<file path="src/hw/hyp_trap_pkg.sv">
package hyp_trap_pkg;
  // exception levels as seen on the decode and register ports
  localparam logic [1:0] LVL_USER = 2'h0;
  localparam logic [1:0] LVL_OS = 2'h1;
  localparam logic [1:0] LVL_HYP = 2'h2;

  // kind of exception handed to exception entry, gray along none -> trap -> undef
  typedef enum logic [1:0] {
    EXC_NONE = 2'h0,
    EXC_HYP_TRAP = 2'h1,
    EXC_UNDEF = 2'h3
  } exc_kind_t;

  // feature-trap register field positions
  localparam int FT_ACCESS_CTL_BIT = 31;
  localparam int FT_TRACE_BIT = 20;
  localparam int FT_VECTOR_BIT = 15;
  localparam int FT_FP_SHADOW_BIT = 11;
  localparam int FT_FP_BIT = 10;
  // bits 13:12 and 9:0 always read as one
  localparam logic [31:0] FT_RES1_MASK = 32'h0000_33ff;
  localparam logic [31:0] FT_RESET = 32'h0000_0000;

  // configuration register upper byte, positions relative to bit 24
  localparam int CFG_LSB = 24;
  localparam int CFG_MEMRD_BIT = 6;
  localparam int CFG_HCALL_BIT = 5;
  localparam int CFG_ROUTE_BIT = 3;
  localparam int CFG_MEMWR_BIT = 2;
  localparam int CFG_POU_BIT = 0;
  localparam logic [7:0] CFG_RW_MASK = 8'h6d;
  localparam logic [7:0] CFG_RESET = 8'h00;

  // coprocessor move encodings of both registers
  localparam logic [3:0] ENC_COPROC = 4'hf;
  localparam logic [2:0] ENC_OPC1 = 3'h4;
  localparam logic [3:0] ENC_CRN = 4'h1;
  localparam logic [3:0] ENC_CRM = 4'h1;
  localparam logic [2:0] ENC_FT_OPC2 = 3'h2;
  localparam logic [2:0] ENC_CFG_OPC2 = 3'h0;
endpackage : hyp_trap_pkg

</file>
<file path="src/hw/hyp_trap_controls.sv">
// Functional notes
// - access-control register trap sends OS accesses to hypervisor
// - trace trap sends trace sysreg accesses to hypervisor
// - trap from user/OS, undefined when from hypervisor
// - trapped access commits no side effects
// - external debug trace accesses never trapped
// - vector trap only while fp trap clear
// - vector bit reads as one when absent
// - shadow fp bit has no trapping effect
// - fp trap covers fp, vector, register accesses
// - no fp hardware holds fp bits at one
// - writable trap fields reset to zero
// - memory-control reads from OS trap to hypervisor
// - hypercall disable makes hypercall undefined locally
// - routing bit sends OS exceptions to hypervisor
// - routing forces mmu off, overrides on
// - routing disables virtual irqs, illegal OS return
// - routing forces debug trap bits to one
// - memory-control writes from OS trap to hypervisor
// - unification cache maintenance from OS traps
// - user-level undefined beats cache maintenance trap
// - access-control traps outrank feature traps
// - feature reset values only when resetting into hypervisor
module hyp_trap_controls import hyp_trap_pkg::*; #(
  parameter bit HAS_FP = 1'b1,              // floating-point hardware present
  parameter bit HAS_VECTOR = 1'b1,          // vector hardware present
  parameter bit VECTOR_TRAP_RW = 1'b1,      // vector trap bit writable
  parameter bit TRACE_TRAP_RW = 1'b1,       // trace trap bit writable
  parameter logic [31:0] UNKNOWN_FILL = 32'h0000_0000  // warm-reset contents of feature fields
) (
  // clock and reset
  input wire logic clk_sys,
  input wire logic reset,
  input wire logic reset_into_hyp,
  // system register move port
  input wire logic sr_valid,
  input wire logic sr_write,
  input wire logic [1:0] sr_level,
  input wire logic [3:0] sr_coproc,
  input wire logic [2:0] sr_opc1,
  input wire logic [3:0] sr_crn,
  input wire logic [3:0] sr_crm,
  input wire logic [2:0] sr_opc2,
  input wire logic [31:0] sr_wdata,
  output logic [31:0] sr_rdata,
  output logic sr_done,
  output logic sr_denied,
  // decode classification
  input wire logic dec_valid,
  input wire logic [1:0] dec_level,
  input wire logic dec_fp,
  input wire logic dec_vector,
  input wire logic dec_trace,
  input wire logic dec_trace_ext,
  input wire logic dec_trace_user_denied,
  input wire logic dec_access_ctl,
  input wire logic dec_memctl_rd,
  input wire logic dec_memctl_wr,
  input wire logic dec_pou_maint,
  input wire logic dec_hypercall,
  input wire logic dec_lower_trap,
  output logic dec_commit,
  // exception request
  output logic exc_valid,
  output exc_kind_t exc_kind,
  output logic [1:0] exc_target,
  // stored controls from neighbouring registers
  input wire logic mmu_enable,
  input wire logic fast_irq_override,
  input wire logic irq_override,
  input wire logic async_abort_override,
  input wire logic trap_debug_rom_access,
  input wire logic trap_debug_os_access,
  input wire logic trap_debug_access,
  input wire logic eret_to_os,
  // effective controls
  output logic eff_mmu_enable,
  output logic eff_fast_irq_override,
  output logic eff_irq_override,
  output logic eff_async_abort_override,
  output logic eff_trap_debug_rom_access,
  output logic eff_trap_debug_os_access,
  output logic eff_trap_debug_access,
  output logic virt_irq_enable,
  output logic eret_illegal
);

  // writable bits of the feature-trap register, shaped by the build options
  localparam logic [31:0] FT_RW_MASK = (32'h1 << FT_ACCESS_CTL_BIT)
    | (TRACE_TRAP_RW ? (32'h1 << FT_TRACE_BIT) : 32'h0)
    | ((HAS_VECTOR && VECTOR_TRAP_RW) ? (32'h1 << FT_VECTOR_BIT) : 32'h0)
    | (HAS_FP ? ((32'h1 << FT_FP_SHADOW_BIT) | (32'h1 << FT_FP_BIT)) : 32'h0);
  // bits that read as one: the reserved-one bits and those whose hardware is absent
  localparam logic [31:0] FT_FORCED_ONE = FT_RES1_MASK
    | (!HAS_VECTOR ? (32'h1 << FT_VECTOR_BIT) : 32'h0)
    | (!HAS_FP ? ((32'h1 << FT_FP_SHADOW_BIT) | (32'h1 << FT_FP_BIT)) : 32'h0);

  logic [31:0] ft_reg, ft_next;        // stored feature-trap fields
  logic [7:0] cfg_reg, cfg_next;       // stored configuration upper byte
  logic [31:0] ft_view;                // value as read and as used
  logic [31:0] rdata_reg, rdata_next;  // read data
  logic done_reg, done_next;           // access complete pulse
  logic denied_reg, denied_next;       // access from below hypervisor
  logic exc_valid_reg, exc_valid_next;
  exc_kind_t exc_kind_reg, exc_kind_next;
  logic [1:0] exc_target_reg, exc_target_next;
  logic enc_base, hit_ft, hit_cfg;     // encoding decode
  logic at_user, at_os, at_hyp;        // decode level
  logic route;                         // general exception routing
  logic vec_trap, feature_hit, memctl_hit, user_undef;

  // read view: forced-one bits win, unwritable bits read as zero
  assign ft_view = (ft_reg & FT_RW_MASK) | FT_FORCED_ONE;
  assign route = cfg_reg[CFG_ROUTE_BIT];

  // the fixed encoding selects one of the two registers
  assign enc_base = sr_coproc == ENC_COPROC && sr_opc1 == ENC_OPC1 && sr_crn == ENC_CRN && sr_crm == ENC_CRM;
  assign hit_ft = enc_base && sr_opc2 == ENC_FT_OPC2;
  assign hit_cfg = enc_base && sr_opc2 == ENC_CFG_OPC2;

  // register next values; only hypervisor accesses take effect
  always_comb begin
    ft_next = ft_reg;
    cfg_next = cfg_reg;
    rdata_next = rdata_reg;
    done_next = 1'b0;
    denied_next = 1'b0;
    if (sr_valid && (hit_ft || hit_cfg)) begin
      done_next = 1'b1;
      if (sr_level != LVL_HYP) begin
        // refused: no write and no read data change, so nothing leaks
        denied_next = 1'b1;
      end else if (sr_write) begin
        if (hit_ft) begin
          ft_next = sr_wdata & FT_RW_MASK;
        end else begin
          cfg_next = sr_wdata[31:CFG_LSB] & CFG_RW_MASK;
        end
      end else begin
        // shadow fp bit reads back what was stored, even if it differs
        rdata_next = hit_ft ? ft_view : {cfg_reg, 24'h00_0000};
      end
    end
  end

  // register storage; feature fields lose their defined reset outside hypervisor reset
  always_ff @(posedge clk_sys) begin
    if (reset) begin
      ft_reg <= reset_into_hyp ? FT_RESET : UNKNOWN_FILL;
      cfg_reg <= CFG_RESET;
      rdata_reg <= 32'h0000_0000;
      done_reg <= 1'b0;
      denied_reg <= 1'b0;
    end else begin
      ft_reg <= ft_next;
      cfg_reg <= cfg_next;
      rdata_reg <= rdata_next;
      done_reg <= done_next;
      denied_reg <= denied_next;
    end
  end

  assign sr_rdata = rdata_reg;
  assign sr_done = done_reg;
  assign sr_denied = denied_reg;

  // level decode and trap conditions
  assign at_user = dec_level == LVL_USER;
  assign at_os = dec_level == LVL_OS;
  assign at_hyp = dec_level == LVL_HYP;
  // vector trap is ignored whenever the fp trap is set
  assign vec_trap = ft_view[FT_VECTOR_BIT] && !ft_view[FT_FP_BIT];
  // shadow bit 11 is deliberately absent here
  assign feature_hit = (dec_fp && ft_view[FT_FP_BIT])
    || (dec_vector && (vec_trap || ft_view[FT_FP_BIT]))
    || (dec_trace && !dec_trace_ext && ft_view[FT_TRACE_BIT]
        && !(at_user && dec_trace_user_denied))
    || (dec_access_ctl && at_os && ft_view[FT_ACCESS_CTL_BIT]);
  assign memctl_hit = at_os && ((dec_memctl_rd && cfg_reg[CFG_MEMRD_BIT])
    || (dec_memctl_wr && cfg_reg[CFG_MEMWR_BIT])
    || (dec_pou_maint && cfg_reg[CFG_POU_BIT]));
  // hypercalls and these maintenance ops never exist at user level
  // external debug trace accesses carry no level, so the user-level refusal skips them
  assign user_undef = at_user && (dec_hypercall || dec_pou_maint
    || (dec_trace && !dec_trace_ext && dec_trace_user_denied));

  // exception selection: one request per decode, highest priority first
  always_comb begin
    exc_kind_next = EXC_NONE;
    exc_target_next = LVL_OS;
    if (!dec_valid) begin
      exc_kind_next = EXC_NONE;
    end else if (user_undef) begin
      exc_kind_next = EXC_UNDEF;
    end else if (dec_lower_trap) begin
      // access-control traps to the OS level outrank every feature trap
      exc_kind_next = EXC_UNDEF;
    end else if (dec_hypercall && cfg_reg[CFG_HCALL_BIT]) begin
      exc_kind_next = EXC_UNDEF;
      exc_target_next = dec_level;
    end else if (feature_hit) begin
      exc_kind_next = at_hyp ? EXC_UNDEF : EXC_HYP_TRAP;
      exc_target_next = LVL_HYP;
    end else if (memctl_hit) begin
      exc_kind_next = EXC_HYP_TRAP;
      exc_target_next = LVL_HYP;
    end
    // nothing may be taken to the OS level while routing is on
    if (route && exc_target_next == LVL_OS) begin
      exc_target_next = LVL_HYP;
    end
    exc_valid_next = exc_kind_next != EXC_NONE;
  end

  // exception request register, one cycle after decode
  always_ff @(posedge clk_sys) begin
    if (reset) begin
      exc_valid_reg <= 1'b0;
      exc_kind_reg <= EXC_NONE;
      exc_target_reg <= LVL_OS;
    end else begin
      exc_valid_reg <= exc_valid_next;
      exc_kind_reg <= exc_kind_next;
      exc_target_reg <= exc_target_next;
    end
  end

  assign exc_valid = exc_valid_reg;
  assign exc_kind = exc_kind_reg;
  assign exc_target = exc_target_reg;
  // the pipeline commits only decodes that raise nothing, so a trapped access has no side effect
  assign dec_commit = dec_valid && !exc_valid_next;

  // effective controls; stored values stay visible on direct reads elsewhere
  assign eff_mmu_enable = mmu_enable && !route;
  assign eff_fast_irq_override = fast_irq_override || route;
  assign eff_irq_override = irq_override || route;
  assign eff_async_abort_override = async_abort_override || route;
  assign eff_trap_debug_rom_access = trap_debug_rom_access || route;
  assign eff_trap_debug_os_access = trap_debug_os_access || route;
  assign eff_trap_debug_access = trap_debug_access || route;
  assign virt_irq_enable = !route;
  assign eret_illegal = eret_to_os && route;
endmodule : hyp_trap_controls

</file>
<file path="config.mk">
export PLATFORM = sky130hd
export DESIGN_NAME = hyp_trap_controls
export DESIGN_NICKNAME = d
export VERILOG_FILES = /design/src/hw/hyp_trap_pkg.sv /design/src/hw/hyp_trap_controls.sv
export SDC_FILE = /design/constraint.sdc
export NUM_CORES = 1
export LEC_CHECK = 0
export ABC_AREA = 1
export BUFFER_PORTS_ARGS = -buffer_cell sky130_fd_sc_hd__buf_2
export CAP_MARGIN = 20
export CORE_ASPECT_RATIO = 1.2
export CORE_MARGIN = 2
export CORE_UTILIZATION = 43
export CTS_BUF_LIST = sky130_fd_sc_hd__clkbuf_4
export DETAILED_ROUTE_END_ITERATION = 8
export GPL_ROUTABILITY_DRIVEN = 0
export PLACE_DENSITY = 0.87
export SYNTH_ARGS = -nofsm -noshare
export SYNTH_HDL_FRONTEND = slang
export SYNTH_SLANG_ARGS = --single-unit
</file>
<file path="constraint.sdc">
create_clock -name clk_sys -period 2.2 [get_ports clk_sys]
set_input_delay 0.66 -clock clk_sys [delete_from_list [all_inputs] [get_ports clk_sys]]
set_output_delay 0.66 -clock clk_sys [all_outputs]
set_load 0.01 [all_outputs]
</file>
# --- Word-level counts from Yosys, hierarchy flattened ---
# Index checks and enable logic that the tools add are counted.
word_totals:
  regBits: 49
  latch_bits: 0
  ram_bits: 0
  rom_bits: 0
  input_bits: 79
  out_inout_bits: 49
  n_memories: 0
op_classes:
  add_sub_neg: 0
  multipliers: 0
  div_mod_pow: 0
  magnitude_cmp: 0
  eq_ne: 9
  shift: 0
  mux: 17
  bitwise: 4
  n_reduce_logical: 53
op_table:
  columns: ["cell", "count"]
  rows:
  - ["2-to-1 mux 32 bit", 1]
  - ["logical AND 1 bit", 26]
  - ["2-to-1 mux 2 bit", 13]
  - ["logical OR 1 bit", 15]
  - ["== test 4 x 1 -> 1 bit, second input constant", 2]
  - ["AND reduction 4 bit", 2]
  - ["logical NOT 1 bit", 5]
  - ["== test 2 x 1 -> 1 bit, second input constant", 2]
  - ["== test 4 bit, second input constant", 1]
  - ["NOT 1 bit", 4]
  - ["== test 3 x 2 -> 1 bit, second input constant", 1]
  - ["== test 3 bit, second input constant", 1]
  - ["logical NOT 3 bit", 1]
  - ["2-to-1 mux 1 bit", 3]
  - ["AND reduction 3 bit", 1]
  - ["== test 2 bit, second input constant", 1]
  - ["logical NOT 2 bit", 1]
  - ["inequality test 2 bit, second input constant", 1]
  - ["nonzero test 2 bit", 1]
  - ["OR reduction 2 bit", 1]

# --- Longest topological paths before layout ---
# Gate-level depths: netlist (run 1).
logic_depth:
  word_depth: 15
  depth_mapped: 10
  mapped_depth_nobuf: 10

# --- Worst setup path after synthesis (run 1) ---
# No wires, ideal clock.
synth_timing:
  kind: "input-to-output"
  startpoint: "input dec_level[1]"
  endpoint: "output dec_commit"
  arrival_time_ps: 1334
  required_time_ps: 1540
  path_slack_ps: 206
  stages: 5
  path_buffers: 0
  path_cell_list: "nor2_1 > a21oi_1 > nor2_1 > nand4_1 > nor2_1"
synth_via:
  elab_chain_len: 14
synth_rtl:
  columns: ["element", "line", "text"]
  rows:
  - ["start: declaration", "hyp_trap_controls.sv:50", "input wire logic [1:0] dec_level,"]
  - ["logical NOT 2 bit", "hyp_trap_controls.sv:168", "assign at_user = dec_level == LVL_USER;"]
  - ["logical AND 1 bit", "hyp_trap_controls.sv:177", "&& !(at_user && dec_trace_user_denied))"]
  - ["logical NOT 1 bit", "hyp_trap_controls.sv:177", null]
  - ["logical AND 1 bit", "hyp_trap_controls.sv:177", null]
  - ["logical OR 1 bit", "hyp_trap_controls.sv:176", "|| (dec_trace && !dec_trace_ext && ft_view[FT_TRACE_BIT]"]
  - ["logical OR 1 bit", "hyp_trap_controls.sv:178", "|| (dec_access_ctl && at_os && ft_view[FT_ACCESS_CTL_BIT]);"]
  - ["2-to-1 mux 2 bit", "hyp_trap_controls.sv:201", "end else if (feature_hit) begin"]
  - ["2-to-1 mux 2 bit", "hyp_trap_controls.sv:198", "end else if (dec_hypercall && cfg_reg[CFG_HCALL_BIT]) begin"]
  - ["2-to-1 mux 2 bit", "hyp_trap_controls.sv:195", "end else if (dec_lower_trap) begin"]
  - ["2-to-1 mux 2 bit *", "hyp_trap_controls.sv:193", "end else if (user_undef) begin"]
  - ["2-to-1 mux 2 bit *", "hyp_trap_controls.sv:191", "if (!dec_valid) begin"]
  - ["nonzero test 2 bit *", "hyp_trap_controls.sv:212", "exc_valid_next = exc_kind_next != EXC_NONE;"]
  - ["logical NOT 1 bit *", "hyp_trap_controls.sv:232", "assign dec_commit = dec_valid && !exc_valid_next;"]
  - ["logical AND 1 bit *", "hyp_trap_controls.sv:232", null]
  - ["end: declaration", "hyp_trap_controls.sv:62", "output logic dec_commit,"]
# Every way passes the cells marked *; elsewhere a longest branch is shown, timed or not.

# --- Worst setup path after layout (run 1) ---
# Ends and elaborated chain as after synthesis.

==> flow_summary.json, run 1 <==
{
  "outcome": "completed",
  "drc": 0,
  "ios": 128,
  "setup_viol": 0,
  "post-place-ws_ns": -0.0458,
  "die_area_um2": 4210,
  "hpwlAfterDp_um": 2940,
  "ff_latch_area_um2": 561,
  "syn_area_um2": 1590,
  "fp-row-count": 24,
  "crit_path_start_kind": "input pin",
  "fin_nets": 406,
  "avgRoutedWirePerCell_um": 10.1,
  "fillers": 379,
  "p_clk_share_pct": 24.1,
  "finalHoldViolCount": 0,
  "antenna_found_initial": 0,
  "num_vias": 1625,
  "cp_data_required_time_ns": 1.54,
  "timing.final.crit_share_pct": 98.8,
  "layout_common_cells": "buf_2, nand2_1, nor2_1",
  "drive_gt1_share_pct": 37.8,
  "initial_core_util_pct": 44.2,
  "tritoncts": "yes",
  "via_per_inst": 4.46,
  "grt_pass1_wl_um": 5890,
  "ctsHoldBuffers": 0,
  "portBuffers": 94,
  "clkTransAtPathRegs_ns": 0.14,
  "synth-async-reset-ratio_pct": 0,
  "tightest_slew_ns": 0.514,
  "grt_max_degree": 17,
  "internal-power_w": 0.000638,
  "leakage_nw": 1.23,
  "cp_max_fo": 3,
  "wl_um": 3690,
  "final_common_cell": "buf_2",
  "p_switching_w": 0.000209,
  "power_density_nw_per_um2": 414,
  "die_w_um": 59.6,
  "period_needed_ns": 2.17,
  "slew_violations": 0,
  "maxSlewHeadroom_pct": 65.7,
  "cts.sinks": 28,
  "synth.avg_cell_area_um2": 6.70,
  "finalPower_w": 0.000847,
  "switching_share_pct": 24.6,
  "root_buffer": "clkbuf_4",
  "min_path_type": "register to register",
  "overflow": 0,
  "endpoint": "dec_commit",
  "multiInputGateArea_um2": 771,
  "ys_ff_latch": 28,
  "drt_pass1_iterations": 4,
  "yosysSeqAreaShare_pct": 35.2,
  "yosysWarningCount": 0,
  "synth_edf_count": 0,
  "syn2layout_area_growth_pct": 28.5,
  "rr_worst_depth": 11,
  "arrival_ns": 1.51,
  "rr_endpoint": "exc_target[0]",
  "drtIter0Drc": 42,
  "fin_ws_ns": 0.0274,
  "die_h_um": 70.7,
  "critPathKind": "input pin to output pin",
  "skew_ns": 0.00116,
  "r2r-start": "ft_reg[10]",
  "r2r_slack_ns": 0.95,
  "largest_register_ffs": 11,
  "comb_power_share_pct": 15.6,
  "grt_pass1_vias": 1481,
  "gr-usage-all-layers_pct": 17.4,
  "antenna_cells": 0,
  "synth_cell_types": 24,
  "final_antenna_net_count": 0,
  "cap_violations": 0,
  "ir_drop_uv": 181,
  "insertion_delay_ns": 0.31,
  "numCtsBuffers": 3,
  "core-area_um2": 3600,
  "fmax_ghz": 0.460,
  "netlist_instances": 238,
  "rsz0062_at_grt": "true",
  "cts.path.max_buffers": 2,
  "startpoint": "dec_level[1]",
  "cts_max_level": 1,
  "fin_hold_ws_ns": 0.473,
  "synth_flop_cell": "dfxtp_1",
  "end_kind": "output pin",
  "seqPwrFrac_pct": 60.3
}
## kinds of logic (layout without fill, tap and decap cells)
logic type	after synthesis	after routing	synth area share (%)
other	1	10	0.235
buffers and inverters	57	135	19.3
and+or+nand+nor	133	133	38.7
DFF	28	28	35.2
AOI/OAI and AO/OA	19	19	6.59
## power by group through the flow
stage | logic (W) | clock network (W) | registers [W]
global placement | 0.000124 | 0 | 0.000521
finish | 0.000132 | 0.000204 | 0.000510
floorplan | 0.0000691 | 0 | 0.000523
detailed placement | 0.000128 | 0 | 0.000521
CTS | 0.000128 | 0.000215 | 0.000510
global route | 0.000148 | 0.000227 | 0.000511
## synthesized netlist by cell type, types with 2 or more instances
| cell | number | area share (%) |
|---|---|---|
| clkbuf_1 | 3 | 0.71 |
| o21ai_0 | 6 | 1.9 |
| nor2_8 | 2 | 2.5 |
| nor2_1 | 49 | 12 |
| nand4_1 | 2 | 0.78 |
| dfxtp_1 | 28 | 35 |
| nor2_4 | 2 | 1.4 |
| o211ai_1 | 2 | 0.94 |
| a21oi_1 | 9 | 2.8 |
| nand2_1 | 54 | 13 |
| buf_4 | 22 | 10 |
| nand3_1 | 12 | 3.8 |
| or2_2 | 6 | 2.4 |
| inv_1 | 31 | 7.3 |
## cell type report
| type | instances | share of cell area (%) |
|---|---|---|
| timing repair buffer | 101 | 25.8 |
| tap | 39 | 2.38 |
| clock buffer | 3 | 1.10 |
| multi-input combinational | 162 | 37.6 |
| inverter | 31 | 5.68 |
| sequential | 28 | 27.4 |
## per-layer routing
layer / share of wire, % / up-vias / global-route usage (%)
met1: 41 / 701 / 19.7
met4: 1.4 / 0 / 7.65
met5: 0 / - / 0
li1: - / 865 / -
met2: 53 / 55 / 31.4
met3: 4.9 / 4 / 2.56
## worst max-delay path: stages
cell and delay (ns):
buf_2 0.12, nor2_2 0.13, a21oi_1 0.10, nor2_2 0.13, nand4_1 0.13, nor2_1 0.11
buf_2 0.14
## metrics by stage
| step | instances | area, µm² | TNS, ns | utilization (%) |
|---|---|---|---|---|
| after detailed placement | 360 | 2000 | -0.0458 | 55.5 |
| after floorplan | 247 | 1630 | 0 | - |
| final | 364 | 2050 | 0 | 56.8 |
| after global routing | 364 | 2050 | -0.0404 | 56.8 |
| after global placement | 360 | 2000 | 0 | 55.5 |
| after CTS | 363 | 2020 | 0 | 56.1 |
## timing repair
| action | CTS | global route |
|---|---|---|
| setup buffers | 0 | 1 |
| setup endpoints to repair | 1 | 1 |
| resized for setup | 1 | 7 |
## worst min path at each step
stage	startpoint	endpoint	cells after the start
after floorplan	ft_reg[11]	sr_rdata[11]	2
final	sr_rdata[10]	sr_rdata[10]	2
after global placement	sr_rdata[10]	sr_rdata[10]	2
after global routing	sr_rdata[15]	sr_rdata[15]	2
after CTS	sr_rdata[10]	sr_rdata[10]	2
after detailed placement	sr_rdata[10]	sr_rdata[10]	2
Note: power is estimated with default switching activity, not from simulation.
==> run 2, diff against run 1 <==
--- a/config.mk
+++ b/config.mk
@@ -6,7 +6,7 @@
 export NUM_CORES = 1
 export LEC_CHECK = 0
 export ABC_AREA = 1
-export BUFFER_PORTS_ARGS = -buffer_cell sky130_fd_sc_hd__buf_2
+export BUFFER_PORTS_ARGS = -buffer_cell sky130_fd_sc_hd__buf_4
 export CAP_MARGIN = 20
 export CORE_ASPECT_RATIO = 1.2
 export CORE_MARGIN = 2
==> flow_summary.json, run 2 (same netlist as run 1, synthesis figures left out) <==
{
  "outcome": "completed",
  "cp_max_fo": 2,
  "arrival_ns": 1.49,
  "fin_nets": 406,
  "switching_share_pct": 21.7,
  "layout_common_cells": "buf_4, nand2_1, nor2_1",
  "p_clk_share_pct": 33.2,
  "end_kind": "output pin",
  "p_switching_w": 0.000220,
  "comb_power_share_pct": 16.4,
  "wl_um": 3770,
  "grt_pass1_vias": 1524,
  "crit_chain": "buf_4 > inv_4 > nor2_4 > nand3_1 > nand2_1 > nor2_2 > nand4_1 > nor2_1 > buf_4",
  "crit_path_start_kind": "input pin",
  "fmax_ghz": 0.466,
  "numCtsBuffers": 3,
  "drt_pass1_iterations": 4,
  "seqPwrFrac_pct": 50.5,
  "slew_violations": 0,
  "critPathKind": "input pin to output pin",
  "skew_ns": 0.00997,
  "core-area_um2": 3600,
  "busiest_layer": "met2",
  "ios": 128,
  "ctsHoldBuffers": 0,
  "cts_max_level": 1,
  "die_area_um2": 4210,
  "antenna_found_initial": 0,
  "leakage_nw": 1.30,
  "tritoncts": "yes",
  "final_common_cell": "buf_4",
  "drive_gt1_share_pct": 38.7,
  "finalSetupTns_ns": 0,
  "finalPower_w": 0.00101,
  "slowest_delay_ns": 0.13,
  "hpwlAfterDp_um": 3110,
  "setup_viol": 0,
  "grt_use_met2_pct": 34.1,
  "overflow": 0,
  "min_path_type": "register to register",
  "largest_register_ffs": 11,
  "via_per_inst": 4.59,
  "fin_hold_ws_ns": 0.482,
  "fp-row-count": 24,
  "timing.final.crit_share_pct": 97.6,
  "fin_ws_ns": 0.0529,
  "clkTransAtPathRegs_ns": 0.14,
  "period_needed_ns": 2.15,
  "insertion_delay_ns": 0.33,
  "drc": 0,
  "syn2layout_area_growth_pct": 45.5,
  "grt_pass1_wl_um": 6120,
  "die_h_um": 70.7,
  "cap_violations": 0,
  "post-place-ws_ns": -0.00680,
  "cp_data_required_time_ns": 1.54,
  "portBuffers": 94,
  "die_w_um": 59.6,
  "ir_drop_uv": 244,
  "path_common_cell": "buf_4",
  "gr-usage-all-layers_pct": 18.0,
  "drtIter0Drc": 29,
  "cts.sinks": 28,
  "num_vias": 1676,
  "slowest_stage": "nor2_2",
  "cts.path.max_buffers": 2,
  "tightest_slew_ns": 0.517,
  "power_density_nw_per_um2": 436,
  "antenna_cells": 0,
  "initial_core_util_pct": 44.2,
  "root_buffer": "clkbuf_4",
  "internal-power_w": 0.000792,
  "use_met3_pct": 2.38,
  "rsz0062_at_grt": "true",
  "maxSlewHeadroom_pct": 65.5,
  "avgRoutedWirePerCell_um": 10.3,
  "final_antenna_net_count": 0,
  "utilization_pct": 64.4,
  "grt_max_degree": 17,
  "use_met1_pct": 19.2,
  "finalHoldViolCount": 0
}
run 2: power groups by stage:
stage               sequential, W  combinational, W  clock (W)
finish                   0.000511          0.000165   0.000335
CTS                      0.000511          0.000161   0.000345
detailed placement       0.000522          0.000161          0
global route             0.000511          0.000181   0.000361
floorplan                0.000523         0.0000691          0
global placement         0.000522          0.000157          0
run 2: per-layer routing:
layer  vias up  part of all wire (%)
li1        872                     -
met1       737                    38
met2        59                    54
met3         8                   5.6
met4         0                   2.2
met5         -                     0
run 2: worst paths after layout:
check / from / endpoint / slack [ns] / cells after the start
worst max-delay path: dec_level[0] / dec_commit / 0.05 / 9
worst min-delay path: sr_rdata[15] / sr_rdata[15] / 0.48 / 2
worst max register to register: ft_reg[10] / exc_valid / 0.90 / 10
worst min register to register: sr_rdata[15] / sr_rdata[15] / 0.48 / 2
run 2: critical path: cells and delay by family:
kind                   cells  cell delay, ns
buffers and inverters      3            0.29
AND/OR/NAND/NOR            6            0.53
run 2: metrics by stage:
step                      area [µm²]  cells
after floorplan                 1630    247
after global placement          2240    360
after detailed placement        2240    360
after CTS                       2290    364
after global routing            2320    365
final                           2320    365
run 2: final cells by class:
class	instances	area, µm²
well taps	39	48.8
clock buffers	3	22.5
clock inverters	1	30.0
multi-input cells	162	776
fillers	358	1280
flip-flops and latches	28	562
repair buffers	101	762
inverters	31	119
run 2: what timing repair did:
| item | 4_1_cts | 5_1_grt |
|---|---|---|
| pin swaps | 0 | 5 |
| gates resized for setup | 1 | 11 |
| gates cloned | 0 | 0 |
| endpoints found under the setup margin | 1 | 1 |
| setup buffers | 0 | 1 |
